File: src/uart_ctl_map.svh
// Register map, field positions, codes and counts of the UART control slice.
// Assumes inclusion by bare name; holds definitions only.
`ifndef UART_CTL_MAP_SVH
`define UART_CTL_MAP_SVH
// Byte offsets on the register bus, one aligned word each.
`define OFS_INT_SOURCE 8'h00
`define OFS_FIFO_CONTROL 8'h04
`define OFS_LINE_FORMAT 8'h08
`define OFS_INT_MASK 8'h0C
`define OFS_FEATURE_CONTROL 8'h10
`define OFS_EXT_FEATURE 8'h14
`define OFS_PROG_TRIGGER 8'h18
// Interrupt source codes, bits 5 to 0.
`define SRC_LINE 6'h06
`define SRC_TIMEOUT 6'h0C
`define SRC_RX_READY 6'h04
`define SRC_TX_READY 6'h02
`define SRC_MODEM 6'h00
`define SRC_PAUSE 6'h10
`define SRC_FLOW 6'h20
`define SRC_NONE 6'h01
// Field positions.
`define FCR_EN 0
`define FCR_RX_RST 1
`define FCR_TX_RST 2
`define FCR_DMA 3
`define FCR_TX_TRIG 5:4
`define FCR_RX_TRIG 7:6
`define IER_RX 0
`define IER_TX 1
`define IER_LINE 2
`define IER_MODEM 3
`define IER_PAUSE 5
`define IER_RTS 6
`define IER_CTS 7
`define EFR_ENH 4
`define FEATURE_CONTROL_REG_TABLE 5:4
`define FEATURE_CONTROL_REG_TRG_SEL 7
`define LCR_LEN 1:0
`define LCR_STOP 2
`define LCR_PAR 3
`define LCR_EVEN 4
// Reset values.
`define REG_RESET 8'h00
`define LEVEL_ONE 7'h01
`define LEVEL_ZERO 7'h00
// Trigger tables, packed {code 11, code 10, code 01, code 00}.
`define TBL_A_RX {7'h0E, 7'h08, 7'h04, 7'h01}
`define TBL_B_RX {7'h1C, 7'h18, 7'h10, 7'h08}
`define TBL_B_TX {7'h1E, 7'h18, 7'h08, 7'h10}
`define TBL_C_RX {7'h3C, 7'h38, 7'h10, 7'h08}
`define TBL_C_TX {7'h38, 7'h20, 7'h10, 7'h08}
// Character timing in half bit times.
`define START_HALFS 8'h02
`define WORD_MIN_HALFS 8'h0A
`define PARITY_HALFS 8'h02
`define STOP1_HALFS 8'h02
`define STOP15_HALFS 8'h03
`define STOP2_HALFS 8'h04
`define TIMEOUT_CHARS 8'h04
`define TIMEOUT_EXTRA_HALFS 8'h18
`define COUNT_ONE 8'h01
`define COUNT_ZERO 8'h00
`endif

File: src/uart_ctl_pkg.sv
// Types shared by the UART control slice.
// Assumes nothing of its surroundings.
package uart_ctl_pkg;
  typedef logic [6:0] level_type;
  typedef enum logic [1:0] {
    TABLE_A = 2'b00,
    TABLE_B = 2'b01,
    TABLE_C = 2'b10,
    TABLE_D = 2'b11
  } table_type;
  typedef enum logic [1:0] {
    BUS_IDLE = 2'b00,
    BUS_WRITE = 2'b01,
    BUS_READ = 2'b10,
    BUS_DONE = 2'b11
  } bus_state_type;
endpackage

File: src/irq_prioritizer.sv
// Picks the highest-priority pending interrupt and gives its source code.
// Assumes the requests are already gated by their masks.
`include "uart_ctl_map.svh"
module irq_prioritizer (
  input wire logic [7:1] i_active,
  output logic [5:0] o_code,
  output logic o_pending
);
  always_comb begin
    if (i_active[1]) begin
      o_code = `SRC_LINE;
    end else if (i_active[2]) begin
      o_code = `SRC_TIMEOUT;
    end else if (i_active[3]) begin
      o_code = `SRC_RX_READY;
    end else if (i_active[4]) begin
      o_code = `SRC_TX_READY;
    end else if (i_active[5]) begin
      o_code = `SRC_MODEM;
    end else if (i_active[6]) begin
      o_code = `SRC_PAUSE;
    end else if (i_active[7]) begin
      o_code = `SRC_FLOW;
    end else begin
      o_code = `SRC_NONE;
    end
  end
  assign o_pending = |i_active;
endmodule

File: src/trigger_table.sv
// Maps trigger codes and the shared table selection to FIFO levels.
// Assumes programmable levels are held by the caller.
`include "uart_ctl_map.svh"
module trigger_table import uart_ctl_pkg::*; (
  input wire logic [1:0] i_table,
  input wire logic [1:0] i_rx_code,
  input wire logic [1:0] i_tx_code,
  input wire level_type i_prog_rx,
  input wire level_type i_prog_tx,
  output level_type o_rx_level,
  output level_type o_tx_level
);
  function automatic level_type pick(input logic [27:0] tbl,
                                     input logic [1:0] code);
    return tbl[{code, 3'b000} - {3'b000, code} +: 7];
  endfunction

  always_comb begin
    unique case (table_type'(i_table))
      TABLE_A: begin
        o_rx_level = pick(`TBL_A_RX, i_rx_code);
        o_tx_level = `LEVEL_ONE;
      end
      TABLE_B: begin
        o_rx_level = pick(`TBL_B_RX, i_rx_code);
        o_tx_level = pick(`TBL_B_TX, i_tx_code);
      end
      TABLE_C: begin
        o_rx_level = pick(`TBL_C_RX, i_rx_code);
        o_tx_level = pick(`TBL_C_TX, i_tx_code);
      end
      TABLE_D: begin
        o_rx_level = i_prog_rx;
        o_tx_level = i_prog_tx;
      end
    endcase
  end
endmodule

File: src/uart_line_ctl.sv
// UART control slice: interrupt source encoding, FIFO control, trigger
// selection and character format, as an AHB-Lite slave.
// Assumes the datapath reports FIFO levels and line events synchronously.
`include "uart_ctl_map.svh"
// Summary of operation
// - Line status is priority 1, code 000110.
// - Timeout priority 2, data ready priority 3.
// - Transmit ready 4, modem status 5.
// - Pause or special match is priority 6.
// - Flow line change is lowest, priority 7.
// - Bit 0 low while pending; idle 000001.
// - Bits 3:1 encode highest pending source.
// - Bit 4 needs extended enable and mask 5.
// - Bit 5 needs extended enable, mask 6/7.
// - Bits 7:6 mirror FIFO enable.
// - FIFO control bits ignored unless bit 0 set.
// - FIFO reset bits pulse clears, self-clear.
// - Bit 3 picks normal or DMA requests.
// - Transmit trigger writable only when extended.
// - Receive trigger field; both default to one.
// - One trigger table serves both directions.
// - Table A: receive 1/4/8/14, transmit 1.
// - Table B levels for both directions.
// - Table C levels for both directions.
// - Table D uses programmable trigger register.
// - Format bits 1:0 set 5 to 8 bits.
// - Bit 2 selects one, 1.5 or 2 stops.
// - Bit 3 enables parity generation and checking.
// - Bit 4 selects odd or even parity.
// - Timeout after four characters plus 12 bits.
// - Transmit and line interrupts clear as documented.
module uart_line_ctl import uart_ctl_pkg::*; (
  input wire logic i_clk_sys,
  input wire logic i_nrst,
  input wire logic i_hsel,
  input wire logic [31:0] i_haddr,
  input wire logic [1:0] i_htrans,
  input wire logic i_hwrite,
  input wire logic [2:0] i_hsize,
  input wire logic [31:0] i_hwdata,
  input wire logic i_hready,
  output logic o_hreadyout,
  output logic o_hresp,
  output logic [31:0] o_hrdata,
  input wire logic i_half_bit_tick,
  input wire logic i_rx_char,
  input wire logic [6:0] i_rx_level,
  input wire logic [6:0] i_tx_level,
  input wire logic i_line_error,
  input wire logic i_modem_change,
  input wire logic i_pause_match,
  input wire logic i_pause_release,
  input wire logic i_cts_deassert,
  input wire logic i_rts_deassert,
  input wire logic i_rhr_read,
  input wire logic i_thr_write,
  input wire logic i_lsr_read,
  input wire logic i_msr_read,
  output logic o_fifo_enable,
  output logic o_rx_fifo_clear,
  output logic o_tx_fifo_clear,
  output logic o_dma_mode,
  output logic [6:0] o_rx_trigger,
  output logic [6:0] o_tx_trigger,
  output logic [1:0] o_word_length,
  output logic o_stop_long,
  output logic o_parity_enable,
  output logic o_parity_even,
  output logic o_rx_request_pin_n,
  output logic o_tx_request_pin_n,
  output logic o_irq_pending
);
  logic rst_meta;
  logic rst_n;
  bus_state_type bus_state;
  logic [7:0] addr_q;
  logic addr_take;
  logic [7:0] wr_data;
  logic rd_now;
  logic [1:0] rx_code;
  logic [1:0] tx_code;
  logic [7:0] line_format_reg;
  logic [7:0] interrupt_mask_reg;
  logic [7:0] feature_control_reg;
  logic [7:0] extended_feature_reg;
  level_type prog_rx;
  level_type prog_tx;
  level_type rx_trig;
  level_type tx_trig;
  level_type tx_trig_eff;
  level_type tx_prev_level;
  logic tx_reached;
  logic line_flag;
  logic timeout_flag;
  logic tx_flag;
  logic pause_flag;
  logic flow_flag;
  logic rx_ready;
  logic tx_event;
  logic timeout_hit;
  logic timer_run;
  logic [7:0] timer_count;
  logic [7:1] active;
  logic [5:0] source_code;
  logic [7:0] interrupt_source_reg;
  logic [7:0] read_byte;

  function automatic logic wr_sel(input bus_state_type st,
                                  input logic [7:0] addr,
                                  input logic [7:0] ofs);
    return (st == BUS_WRITE) && (addr == ofs);
  endfunction

  function automatic logic [7:0] timeout_halfs(input logic [7:0] line_format);
    logic [7:0] chr;
    chr = `START_HALFS + `WORD_MIN_HALFS + {5'b00000, line_format[`LCR_LEN], 1'b0};
    if (line_format[`LCR_PAR]) begin
      chr = chr + `PARITY_HALFS;
    end
    if (!line_format[`LCR_STOP]) begin
      chr = chr + `STOP1_HALFS;
    end else if (line_format[`LCR_LEN] == 2'b00) begin
      chr = chr + `STOP15_HALFS;
    end else begin
      chr = chr + `STOP2_HALFS;
    end
    return 8'(chr * `TIMEOUT_CHARS) + `TIMEOUT_EXTRA_HALFS;
  endfunction

  // Reset is released through two flops; assertion stays asynchronous.
  always_ff @(posedge i_clk_sys or negedge i_nrst) begin
    if (!i_nrst) begin
      rst_meta <= 1'b0;
      rst_n <= 1'b0;
    end else begin
      rst_meta <= 1'b1;
      rst_n <= rst_meta;
    end
  end

  // Reads take one wait state so read data comes from a flop and always
  // sees a write completed just before it.
  assign addr_take = i_hsel && i_htrans[1] && i_hready;
  assign o_hreadyout = (bus_state != BUS_READ);
  assign o_hresp = 1'b0;
  assign wr_data = i_hwdata[7:0];
  assign rd_now = (bus_state == BUS_READ);

  always_ff @(posedge i_clk_sys or negedge rst_n) begin
    if (!rst_n) begin
      bus_state <= BUS_IDLE;
      addr_q <= `REG_RESET;
    end else begin
      unique case (bus_state)
        BUS_READ: bus_state <= BUS_DONE;
        BUS_IDLE, BUS_WRITE, BUS_DONE: begin
          if (addr_take) begin
            bus_state <= i_hwrite ? BUS_WRITE : BUS_READ;
            addr_q <= i_haddr[7:0];
          end else begin
            bus_state <= BUS_IDLE;
          end
        end
      endcase
    end
  end

  always_ff @(posedge i_clk_sys or negedge rst_n) begin
    if (!rst_n) begin
      o_fifo_enable <= 1'b0;
      o_dma_mode <= 1'b0;
      rx_code <= 2'b00;
      tx_code <= 2'b00;
    end else if (wr_sel(bus_state, addr_q, `OFS_FIFO_CONTROL)) begin
      o_fifo_enable <= wr_data[`FCR_EN];
      if (wr_data[`FCR_EN]) begin
        o_dma_mode <= wr_data[`FCR_DMA];
        rx_code <= wr_data[`FCR_RX_TRIG];
        if (extended_feature_reg[`EFR_ENH]) begin
          tx_code <= wr_data[`FCR_TX_TRIG];
        end
      end
    end
  end

  // The reset bits are never stored, so they read back as cleared.
  always_ff @(posedge i_clk_sys or negedge rst_n) begin
    if (!rst_n) begin
      o_rx_fifo_clear <= 1'b0;
      o_tx_fifo_clear <= 1'b0;
    end else begin
      o_rx_fifo_clear <= wr_sel(bus_state, addr_q, `OFS_FIFO_CONTROL)
        && wr_data[`FCR_EN] && wr_data[`FCR_RX_RST];
      o_tx_fifo_clear <= wr_sel(bus_state, addr_q, `OFS_FIFO_CONTROL)
        && wr_data[`FCR_EN] && wr_data[`FCR_TX_RST];
    end
  end

  always_ff @(posedge i_clk_sys or negedge rst_n) begin
    if (!rst_n) begin
      line_format_reg <= `REG_RESET;
      interrupt_mask_reg <= `REG_RESET;
      feature_control_reg <= `REG_RESET;
      extended_feature_reg <= `REG_RESET;
    end else begin
      if (wr_sel(bus_state, addr_q, `OFS_LINE_FORMAT)) begin
        line_format_reg <= wr_data;
      end
      if (wr_sel(bus_state, addr_q, `OFS_INT_MASK)) begin
        interrupt_mask_reg <= wr_data;
      end
      if (wr_sel(bus_state, addr_q, `OFS_FEATURE_CONTROL)) begin
        feature_control_reg <= wr_data;
      end
      if (wr_sel(bus_state, addr_q, `OFS_EXT_FEATURE)) begin
        extended_feature_reg <= wr_data;
      end
    end
  end

  always_ff @(posedge i_clk_sys or negedge rst_n) begin
    if (!rst_n) begin
      prog_rx <= `LEVEL_ONE;
      prog_tx <= `LEVEL_ONE;
    end else if (wr_sel(bus_state, addr_q, `OFS_PROG_TRIGGER)) begin
      if (feature_control_reg[`FEATURE_CONTROL_REG_TRG_SEL]) begin
        prog_tx <= wr_data[6:0];
      end else begin
        prog_rx <= wr_data[6:0];
      end
    end
  end

  assign o_word_length = line_format_reg[`LCR_LEN];
  assign o_stop_long = line_format_reg[`LCR_STOP];
  assign o_parity_enable = line_format_reg[`LCR_PAR];
  assign o_parity_even = line_format_reg[`LCR_EVEN];

  // A single table field means the last selection governs both sides.
  trigger_table u_trigger_table (
    .i_table(feature_control_reg[`FEATURE_CONTROL_REG_TABLE]),
    .i_rx_code(rx_code),
    .i_tx_code(tx_code),
    .i_prog_rx(prog_rx),
    .i_prog_tx(prog_tx),
    .o_rx_level(rx_trig),
    .o_tx_level(tx_trig)
  );

  always_ff @(posedge i_clk_sys or negedge rst_n) begin
    if (!rst_n) begin
      o_rx_trigger <= `LEVEL_ONE;
      o_tx_trigger <= `LEVEL_ONE;
    end else begin
      o_rx_trigger <= rx_trig;
      o_tx_trigger <= tx_trig;
    end
  end

  // Without FIFOs the holding register acts as a one-deep FIFO.
  assign tx_trig_eff = o_fifo_enable ? tx_trig : `LEVEL_ONE;
  assign rx_ready = o_fifo_enable ? (i_rx_level >= rx_trig)
                                  : (i_rx_level != `LEVEL_ZERO);
  assign o_rx_request_pin_n = !(o_dma_mode ? rx_ready
                                           : (i_rx_level != `LEVEL_ZERO));
  assign o_tx_request_pin_n = !(o_dma_mode ? (i_tx_level < tx_trig_eff)
                                           : (i_tx_level == `LEVEL_ZERO));

  // Transmit ready fires on falling below a reached trigger, on emptying,
  // or when the mask is opened while already empty.
  assign tx_event = (tx_reached && (i_tx_level < tx_trig_eff))
    || ((i_tx_level == `LEVEL_ZERO) && (tx_prev_level != `LEVEL_ZERO))
    || (wr_sel(bus_state, addr_q, `OFS_INT_MASK) && wr_data[`IER_TX]
        && !interrupt_mask_reg[`IER_TX] && (i_tx_level == `LEVEL_ZERO));

  always_ff @(posedge i_clk_sys or negedge rst_n) begin
    if (!rst_n) begin
      tx_reached <= 1'b0;
      tx_prev_level <= `LEVEL_ZERO;
    end else begin
      tx_prev_level <= i_tx_level;
      if (i_tx_level >= tx_trig_eff) begin
        tx_reached <= 1'b1;
      end else if (tx_event) begin
        tx_reached <= 1'b0;
      end
    end
  end

  // The timer restarts on every received character and every receive holding register read.
  assign timer_run = o_fifo_enable && (i_rx_level != `LEVEL_ZERO)
                     && !timeout_flag;
  assign timeout_hit = timer_run && i_half_bit_tick && (timer_count
    == timeout_halfs(line_format_reg) - `COUNT_ONE);

  always_ff @(posedge i_clk_sys or negedge rst_n) begin
    if (!rst_n) begin
      timer_count <= `COUNT_ZERO;
    end else if (i_rx_char || i_rhr_read || !timer_run || timeout_hit) begin
      timer_count <= `COUNT_ZERO;
    end else if (i_half_bit_tick) begin
      timer_count <= timer_count + `COUNT_ONE;
    end
  end

  // Every sticky flag lets a new event win over a clear in the same cycle.
  always_ff @(posedge i_clk_sys or negedge rst_n) begin
    if (!rst_n) begin
      line_flag <= 1'b0;
      timeout_flag <= 1'b0;
      tx_flag <= 1'b0;
      pause_flag <= 1'b0;
      flow_flag <= 1'b0;
    end else begin
      line_flag <= i_line_error || (line_flag && !i_lsr_read);
      timeout_flag <= timeout_hit
        || (timeout_flag && !i_rhr_read);
      tx_flag <= tx_event || (tx_flag && !i_thr_write && !(rd_now
        && addr_q == `OFS_INT_SOURCE
        && source_code == `SRC_TX_READY));
      pause_flag <= i_pause_match || (pause_flag && !i_pause_release
        && !(rd_now && addr_q == `OFS_INT_SOURCE
             && source_code == `SRC_PAUSE));
      flow_flag <= i_cts_deassert || i_rts_deassert
        || (flow_flag && !i_msr_read);
    end
  end

  assign active[1] = line_flag && interrupt_mask_reg[`IER_LINE];
  assign active[2] = timeout_flag && interrupt_mask_reg[`IER_RX];
  assign active[3] = rx_ready && interrupt_mask_reg[`IER_RX];
  assign active[4] = tx_flag && interrupt_mask_reg[`IER_TX];
  assign active[5] = i_modem_change && interrupt_mask_reg[`IER_MODEM];
  assign active[6] = pause_flag && interrupt_mask_reg[`IER_PAUSE]
                     && extended_feature_reg[`EFR_ENH];
  assign active[7] = flow_flag && extended_feature_reg[`EFR_ENH]
    && (interrupt_mask_reg[`IER_RTS]
        || interrupt_mask_reg[`IER_CTS]);

  irq_prioritizer u_irq_prioritizer (
    .i_active(active),
    .o_code(source_code),
    .o_pending(o_irq_pending)
  );

  assign interrupt_source_reg = {o_fifo_enable, o_fifo_enable,
                                 source_code};

  always_comb begin
    case (addr_q)
      `OFS_INT_SOURCE: read_byte = interrupt_source_reg;
      `OFS_LINE_FORMAT: read_byte = line_format_reg;
      `OFS_INT_MASK: read_byte = interrupt_mask_reg;
      `OFS_FEATURE_CONTROL: read_byte = feature_control_reg;
      `OFS_EXT_FEATURE: read_byte = extended_feature_reg;
      default: read_byte = `REG_RESET;
    endcase
  end

  always_ff @(posedge i_clk_sys or negedge rst_n) begin
    if (!rst_n) begin
      o_hrdata <= 32'h00000000;
    end else if (rd_now) begin
      o_hrdata <= {24'h000000, read_byte};
    end
  end
endmodule

File: config.mk
export PLATFORM = sky130hd
export DESIGN_NAME = uart_line_ctl
export DESIGN_NICKNAME = d
export VERILOG_FILES = /design/src/uart_ctl_pkg.sv /design/src/irq_prioritizer.sv /design/src/trigger_table.sv /design/src/uart_line_ctl.sv
export VERILOG_INCLUDE_DIRS = /design/src
export SDC_FILE = /design/constraint.sdc
export NUM_CORES = 1
export LEC_CHECK = 0
export BUFFER_PORTS_ARGS = -buffer_cell sky130_fd_sc_hd__buf_2
export CAP_MARGIN = 10
export CELL_PAD_IN_SITES_DETAIL_PLACEMENT = 1
export CELL_PAD_IN_SITES_GLOBAL_PLACEMENT = 1
export CORE_MARGIN = 5
export CORE_UTILIZATION = 45
export DETAILED_ROUTE_END_ITERATION = 8
export PLACE_DENSITY_LB_ADDON = 0.1
export SKIP_CTS_REPAIR_TIMING = 1
export SKIP_LAST_GASP = 1
export SLEW_MARGIN = 20
export SYNTH_ARGS = -nofsm -noshare
export SYNTH_HDL_FRONTEND = slang
export SYNTH_SLANG_ARGS = --single-unit
File: constraint.sdc
create_clock -name i_clk_sys -period 7.1 [get_ports i_clk_sys]
set_clock_uncertainty 0.15 [all_clocks]
set_input_delay 0.71 -clock i_clk_sys [delete_from_list [all_inputs] [get_ports i_clk_sys]]
set_output_delay 0.71 -clock i_clk_sys [all_outputs]
set_load 0.1 [all_outputs]
==> metrics.md, run 1 <==
| Metric | Value |
|---|---|
| Status | `finished, final reports clean` |
| Full die area | `17320 um2` |
| Layout cell share with drive strength beyond 1 | `0.2412` |
| Final hold slack | `0.1884 ns` |
| Switching share of power | `0.4724` |
| Final net count | `874` |
| Gr ovfl total | `0` |
| Crit-path cells | `clkinv_1 > ha_1 > inv_1 > or3_1 > o21ai_0 > a221oi_1 > a311oi_1 > a21o_1 > inv_1 > ha_1 > a21oi_1 > o21ai_0 > a21oi_1 > o21ai_0 > o21ai_0 > buf_2` |
| YS warnings | `0` |
| Yosys reg bits | `109` |
| Core area | `between 10000 and 15000 um2` |
| Mapped cell area | `6654 um2` |
| Largest net degree at the start of global routing | `63` |
| Slew HR | `0.2949` |
| Dpl ws | `1.423 ns` |
| Max Transition Viols Final | `0` |
| Worst Max-Slew Pin Slew | `around 1.1 ns` |
| Die Span Y | `131.6 um` |
| CP top delay family | `compound AO/OA/AOI/OAI gates` |
| P_sw | `1.165 mW` |
| Leakage | `3.403 nW` |
| Routed wire length | `18.34 mm` |
| Clock power frac | `0.204` |
| Drt initial violations | `277` |
| Worst-Skew Late Latency | `0.36 ns` |
| Post-synth EDFFs | `0` |
| WP data arrival | `5.16 ns` |
| TritonCTS clock tree | `yes` |
| Area delta synth->final | `10.51%` |
| Routability cong. | `0.8441` |
| DRC | `0` |
| Sequential power share | `0.343` |
| Final Hold Viols | `0` |
| Via count | `roughly 5200` |
| Distinct cells, synth | `67` |
| Power per Cell Area | `335.3 nW/um2` |
| Vias per cell | `~5.6` |
| Count leader, synth | `dfrtp_1` |
| Worst Setup End Kind | `output port` |
| Post-DRT Antenna Nets | `0` |
| Total iterations of the first detailed-routing run | `4` |
| Post-synthesis async set-or-reset flop share | `1.000` |
| CP Data Required Time | `6.24 ns` |
| Sequential share of the synthesized area | `0.4107` |
| Fmax | `166.1 MHz` |
| Initial antenna violation count | `0` |
| Final worst-path cycle share | `0.8477` |
| Critical Path Source Type | `flop` |
| # rows | `44` |
| Port Buffer Count | `82` |
| CTS clock-pin slew for the worst setup and hold paths | `0.08 ns` |
| Max incr delay on CP | `0.69 ns` |
| Final setup fails | `0` |
| P_int | `1.301 mW` |
| Die Span X | `131.6 um` |
| Maxcap violations | `0` |
| Slowest CP cell | `dfrtp_1` |
| CTS root buffer | `clkbuf_16` |
| Maximum buffer depth of the clock tree | `2` |
| First-pass GRT wire length | `30.06 mm` |
| Area share of the leading cell type in the synthesized netlist | `0.3949` |
| Hold Path Class | `reg2async` |
| Cell count after synthesis | `between 600 and 700` |
| Worst setup path class | `reg2out` |
| Share of power burned in combinational logic | `0.454` |
| Top cell type by total area after synthesis | `dfrtp_1` |
| Ports | `160` |
| Routed len/inst | `19.80 um` |
| Htree depth | `3` |
| Synth area leaders | `dfrtp_1 39%, mux2_2 9.1%, ha_1 7.0%` |
| Total CTS buffers | `9` |
| Fin crit period | `between 6 and 7 ns` |
| RSZ-0062 raised after global routing | `no` |
| Initial Util | `0.4578` |
| Post-DP HPWL | `13.92 mm` |
| GRT Total Usage | `0.2115` |
| Synth Flop Type | `dfrtp_1` |
| Worst Setup Slack, final | `roughly 1.1 ns` |
| CP Buf/Inv Count | `4` |
| Setup TNS Final | `0 ns` |
| Filler cells | `1676` |
| Synthesized area per cell | `roughly 9.8 um2` |
| Vias in the first global route | `between 5000 and 6000` |
| Top post-synthesis cells by count | `105 x dfrtp_1, 66 x nand2_1, 54 x mux2_2` |
| Most used cell, CP | `o21ai_0` |
| Peak supply drop | `209.6 uV` |
| Worst-path maximum fanout | `16` |
| # diodes | `0` |
| # clock sinks | `roughly 110` |
==> routing by layer <==
metal / track usage / share of wire / up-vias
met5: 0 / 0 / -
met1: 0.2812 / 0.45 / 2583
met3: 0.04396 / 0.051 / 16
met4: 0.04971 / 0.011 / 0
met2: 0.3558 / 0.49 / 128
li1: - / - / 2496
==> placed cells by master (no fill, tap or decap), types with 10 or more instances in the layout <==
master / Yosys / layout
xnor2_1: 10 / 10
mux2_2: 54 / 54
ha_1: 37 / 37
a22oi_1: 13 / 13
nand2_1: 66 / 66
mux2i_1: 25 / 25
conb_1: 2 / 26
nor3_2: 10 / 10
nor2_1: 33 / 33
inv_1: 35 / 35
o22ai_1: 10 / 10
dfrtp_1: 105 / 104
buf_2: 1 / 82
o21ai_0: 45 / 45
nand3_1: 11 / 11
a21oi_1: 23 / 23
==> area by class of cell <==
class | count | area [um2] | area share
Sequential cell | 109 | 2736 | 0.3721
Tap cell | 184 | 230.2 | 0.03131
Clock inverter | 7 | 68.82 | 0.009359
Multi-Input combinational cell | 496 | 3526 | 0.4795
Inverter | 37 | 138.9 | 0.01889
Timing Repair Buffer | 84 | 427.9 | 0.05819
Clock buffer | 9 | 225.2 | 0.03063
==> power by group through the flow <==
stage / sequential [mW] / combinational (mW) / clock [mW]
after floorplan: 1.05 / 0.703 / 0
after global placement: 0.847 / 1.09 / 0
after detailed placement: 0.858 / 1.12 / 0
after CTS: 0.846 / 1.13 / 0.512
after global routing: 0.863 / 1.21 / 0.539
final: 0.845 / 1.12 / 0.502
==> stage by stage <==
stage,area (um2),total power [mW],instances,utilization
after floorplan,6744,1.756,700,-
after global placement,7049,1.935,909,0.4850
after detailed placement,7049,1.979,909,0.4850
after CTS,7343,2.487,925,0.5053
after global routing,7353,2.611,926,0.5059
final,7353,2.466,926,0.5059
==> cell families (layout without fill, tap and decap cells) <==
family | Yosys count | after routing | share of synthesized area
flip-flops | 109 | 109 | 0.4107
buffers and inverters | 95 | 137 | 0.07296
adder cells (fa/ha/maj) | 37 | 37 | 0.06957
multiplexers | 79 | 79 | 0.1290
XOR/XNOR | 18 | 18 | 0.02369
other | 2 | 26 | 0.001129
AO/OA/AOI/OAI | 154 | 154 | 0.1516
AND/OR/NAND/NOR | 182 | 182 | 0.1414
==> worst paths after layout <==
kind                            start                 end  depth (start not counted)  slack [ns]
max                        rx_code[0]  o_rx_request_pin_n                         16        1.08
min                             rst_n           addr_q[7]                          0        0.19
max reg2reg                rx_code[0]             tx_flag                         17        2.10
min reg2reg                     rst_n           addr_q[7]                          0        0.19
max in group asynchronous       rst_n     o_tx_trigger[3]                          1        5.38
min in group i_clk_sys       rst_meta               rst_n                          0        0.21
(Power assumes the default switching activity.)
==> run 2, diff against run 1 <==
--- a/config.mk
+++ b/config.mk
@@ -11,7 +11,7 @@
 export CELL_PAD_IN_SITES_DETAIL_PLACEMENT = 1
 export CELL_PAD_IN_SITES_GLOBAL_PLACEMENT = 1
 export CORE_MARGIN = 5
-export CORE_UTILIZATION = 45
+export CORE_UTILIZATION = 41
 export DETAILED_ROUTE_END_ITERATION = 8
 export PLACE_DENSITY_LB_ADDON = 0.1
 export SKIP_CTS_REPAIR_TIMING = 1
==> constraint.sdc (replaced) <==
create_clock -name i_clk_sys -period 6.05 [get_ports i_clk_sys]
set_clock_uncertainty 0.15 [all_clocks]
set_input_delay 0.605 -clock i_clk_sys [delete_from_list [all_inputs] [get_ports i_clk_sys]]
set_output_delay 0.605 -clock i_clk_sys [all_outputs]
set_load 0.1 [all_outputs]
==> metrics.md, run 2 (same netlist as run 1, synthesis figures left out) <==
| Metric | Value |
|---|---|
| Post-Place Cell Area | `7097 um2 (was 7049 um2)` |
| Post-DRT Antenna Nets | `0 (unchanged)` |
| GRT Total Usage | `0.2034 (was 0.2115)` |
| Worst-path maximum fanout | `14 (was 16)` |
| Commonest non-fill, non-tap cell in the layout | `dfrtp_1 (unchanged)` |
| Layout cell share with drive strength beyond 1 | `0.2409 (was 0.2412)` |
| Port Buffer Count | `82 (unchanged)` |
| Routed len/inst | `19.66 um (was 19.80 um)` |
| Largest net degree at the start of global routing | `61 (was 63)` |
| Max Transition Viols Final | `0 (unchanged)` |
| Maximum buffer depth of the clock tree | `2 (unchanged)` |
| CTS clock-pin slew for the worst setup and hold paths | `0.07 ns (was 0.08 ns)` |
| Worst R2R Start | `rx_code[0] (unchanged)` |
| Fin util | `0.4677 (was 0.5059)` |
| Setup TNS Final | `0 ns (unchanged)` |
| Via count | `5300 (was 5223)` |
| Initial antenna violation count | `0 (unchanged)` |
| Finished Layout Cells | `959 (was 926)` |
| Crit-path cells | `clkinv_1 > ha_1 > inv_1 > or3_1 > o21ai_0 > a221oi_1 > a311oi_1 > a21o_1 > inv_1 > ha_1 > a21oi_1 > o21ai_0 > a21oi_1 > o21ai_0 > a31oi_1 > nand4_1 > buf_2 (was clkinv_1 > ha_1 > inv_1 > or3_1 > o21ai_0 > a221oi_1 > a311oi_1 > a21o_1 > inv_1 > ha_1 > a21oi_1 > o21ai_0 > a21oi_1 > o21ai_0 > o21ai_0 > buf_2)` |
| Critical Path Source Type | `flop (unchanged)` |
| DP Cell Count | `942 (was 909)` |
| Htree depth | `3 (unchanged)` |
| Gr ovfl total | `0 (unchanged)` |
| CP Data Required Time | `5.29 ns (was 6.24 ns)` |
| Vias per cell | `5.527 (was 5.640)` |
| Die Span X | `137.4 um (was 131.6 um)` |
| # rows | `46 (was 44)` |
| Core area | `15890 um2 (was 14530 um2)` |
| Slowest CP cell | `ha_1 (was dfrtp_1)` |
| Final worst-path cycle share | `0.9016` |
| Routed wire length | `18.85 mm (was 18.34 mm)` |
| # diodes | `0 (unchanged)` |
| CTS root buffer | `clkbuf_16 (unchanged)` |
| Final Hold Viols | `0 (unchanged)` |
| Initial Util | `0.4189 (was 0.4578)` |
| WP data arrival | `4.70 ns (was 5.16 ns)` |
| Crit Reg-Reg Endpoint | `tx_flag (unchanged)` |
| Drt initial violations | `305 (was 277)` |
| Status | `finished, final reports clean (unchanged)` |
| Vias in the first global route | `5505 (was 5675)` |
| Slew HR | `0.2889 (was 0.2949)` |
| Fmax | `183.3 MHz` |
| Full die area | `18880 um2 (was 17320 um2)` |
| Worst Setup Slack, final | `0.5950 ns (was 1.081 ns)` |
| Die Span Y | `137.4 um (was 131.6 um)` |
| Post-DP HPWL | `14.22 mm (was 13.92 mm)` |
| Depth of the most critical reg-to-reg path | `17 (unchanged)` |
| # clock sinks | `109 (unchanged)` |
| Final net count | `875 (was 874)` |
| Final setup fails | `0 (unchanged)` |
| Worst-Skew Late Latency | `0.36 ns (about the same)` |
| Peak supply drop | `288.8 uV (was 209.6 uV)` |
| Worst Max-Slew Pin Slew | `1.067 ns (was 1.058 ns)` |
| Area delta synth->final | `11.66% (was 10.51%)` |
| Most frequent cells in the layout | `104 x dfrtp_1, 82 x buf_2, 66 x nand2_1, 54 x mux2_2, 45 x o21ai_0 (unchanged)` |
| DRC | `0 (unchanged)` |
| TritonCTS clock tree | `yes (unchanged)` |
| Worst Setup End Kind | `output port (unchanged)` |
| Leakage | `3.419 nW (was 3.403 nW)` |
| Fin crit period | `between 5 and 6 ns` |
| First-pass GRT wire length | `29.88 mm (was 30.06 mm)` |
| Power, Total | `2.963 mW (was 2.466 mW)` |
| Maxcap violations | `0 (unchanged)` |
| Ports | `160 (unchanged)` |
| Post-route cell area | `7430 um2 (was 7353 um2)` |
| Power per Cell Area | `398.8 nW/um2 (was 335.3 nW/um2)` |
| Total CTS buffers | `9 (unchanged)` |
| Final hold slack | `0.2010 ns (was 0.1884 ns)` |
| Total iterations of the first detailed-routing run | `5 (was 4)` |
| Dpl ws | `1.012 ns (was 1.423 ns)` |
| R2r setup slk | `1.55 ns (was 2.10 ns)` |
| Max incr delay on CP | `0.65 ns (was 0.69 ns)` |
| Hold Path Class | `reg2async (unchanged)` |
| Routability cong. | `0.8565 (was 0.8441)` |
| RSZ-0062 raised after global routing | `no (unchanged)` |
| Worst setup path class | `reg2out (unchanged)` |
| Most used cell, CP | `o21ai_0 (unchanged)` |
## run 2: cell types whose count changed in the layout (fill, tap and decap cells not counted)
cell	before	now
bufinv_16	0	2
inv_6	0	2
inv_8	2	0
buf_4	1	2
clkbuf_1	0	1
clkinv_2	1	0
clkinv_4	2	1
clkinv_8	1	0
## run 2: power breakdown
part / switching (mW) / total, mW / internal [mW]
Clock: 0.280 / 0.647 / 0.367
Sequential: 0.134 / 0.988 / 0.854
Combinational: 0.942 / 1.33 / 0.386
## run 2: worst max path at each step
stage / startpoint / endpoint / cells past startpoint
2_1_floorplan: rx_code[0] / o_rx_request_pin_n / 15
3_3_place_gp: rx_code[0] / o_rx_request_pin_n / 16
3_5_place_dp: rx_code[0] / o_rx_request_pin_n / 16
4_1_cts: rx_code[0] / o_rx_request_pin_n / 16
5_1_grt: rx_code[0] / o_rx_request_pin_n / 16
6_report: rx_code[0] / o_irq_pending / 17
## run 2: layer usage
layer  up-vias  share of wire  global-route usage
met1      2674           0.47              0.2770
met3         5          0.045             0.04018
met2       120           0.48              0.3398
met5         -              0                   0
met4         0         0.0045             0.03659
li1       2501              -                   -
## run 2: final cells by class
type | count | area, um2
clock buffers | 10 | 229.0
clock inverters | 6 | 93.84
fillers | 1864 | 8456
inverters | 37 | 138.9
multi-input cells | 496 | 3526
flip-flops and latches | 109 | 2736
well taps | 216 | 270.3
repair buffers | 85 | 435.4
## run 2: worst max-delay path, delay by kind of cell (launching register included)
| kind | cells | cell delay [ns] |
|---|---|---|
| AOI/OAI and AO/OA | 9 | 1.73 |
| adders and majority gates | 2 | 0.94 |
| and+or+nand+nor | 2 | 0.50 |
| buffers and inverters | 4 | 0.80 |
| DFF | 1 | 0.35 |
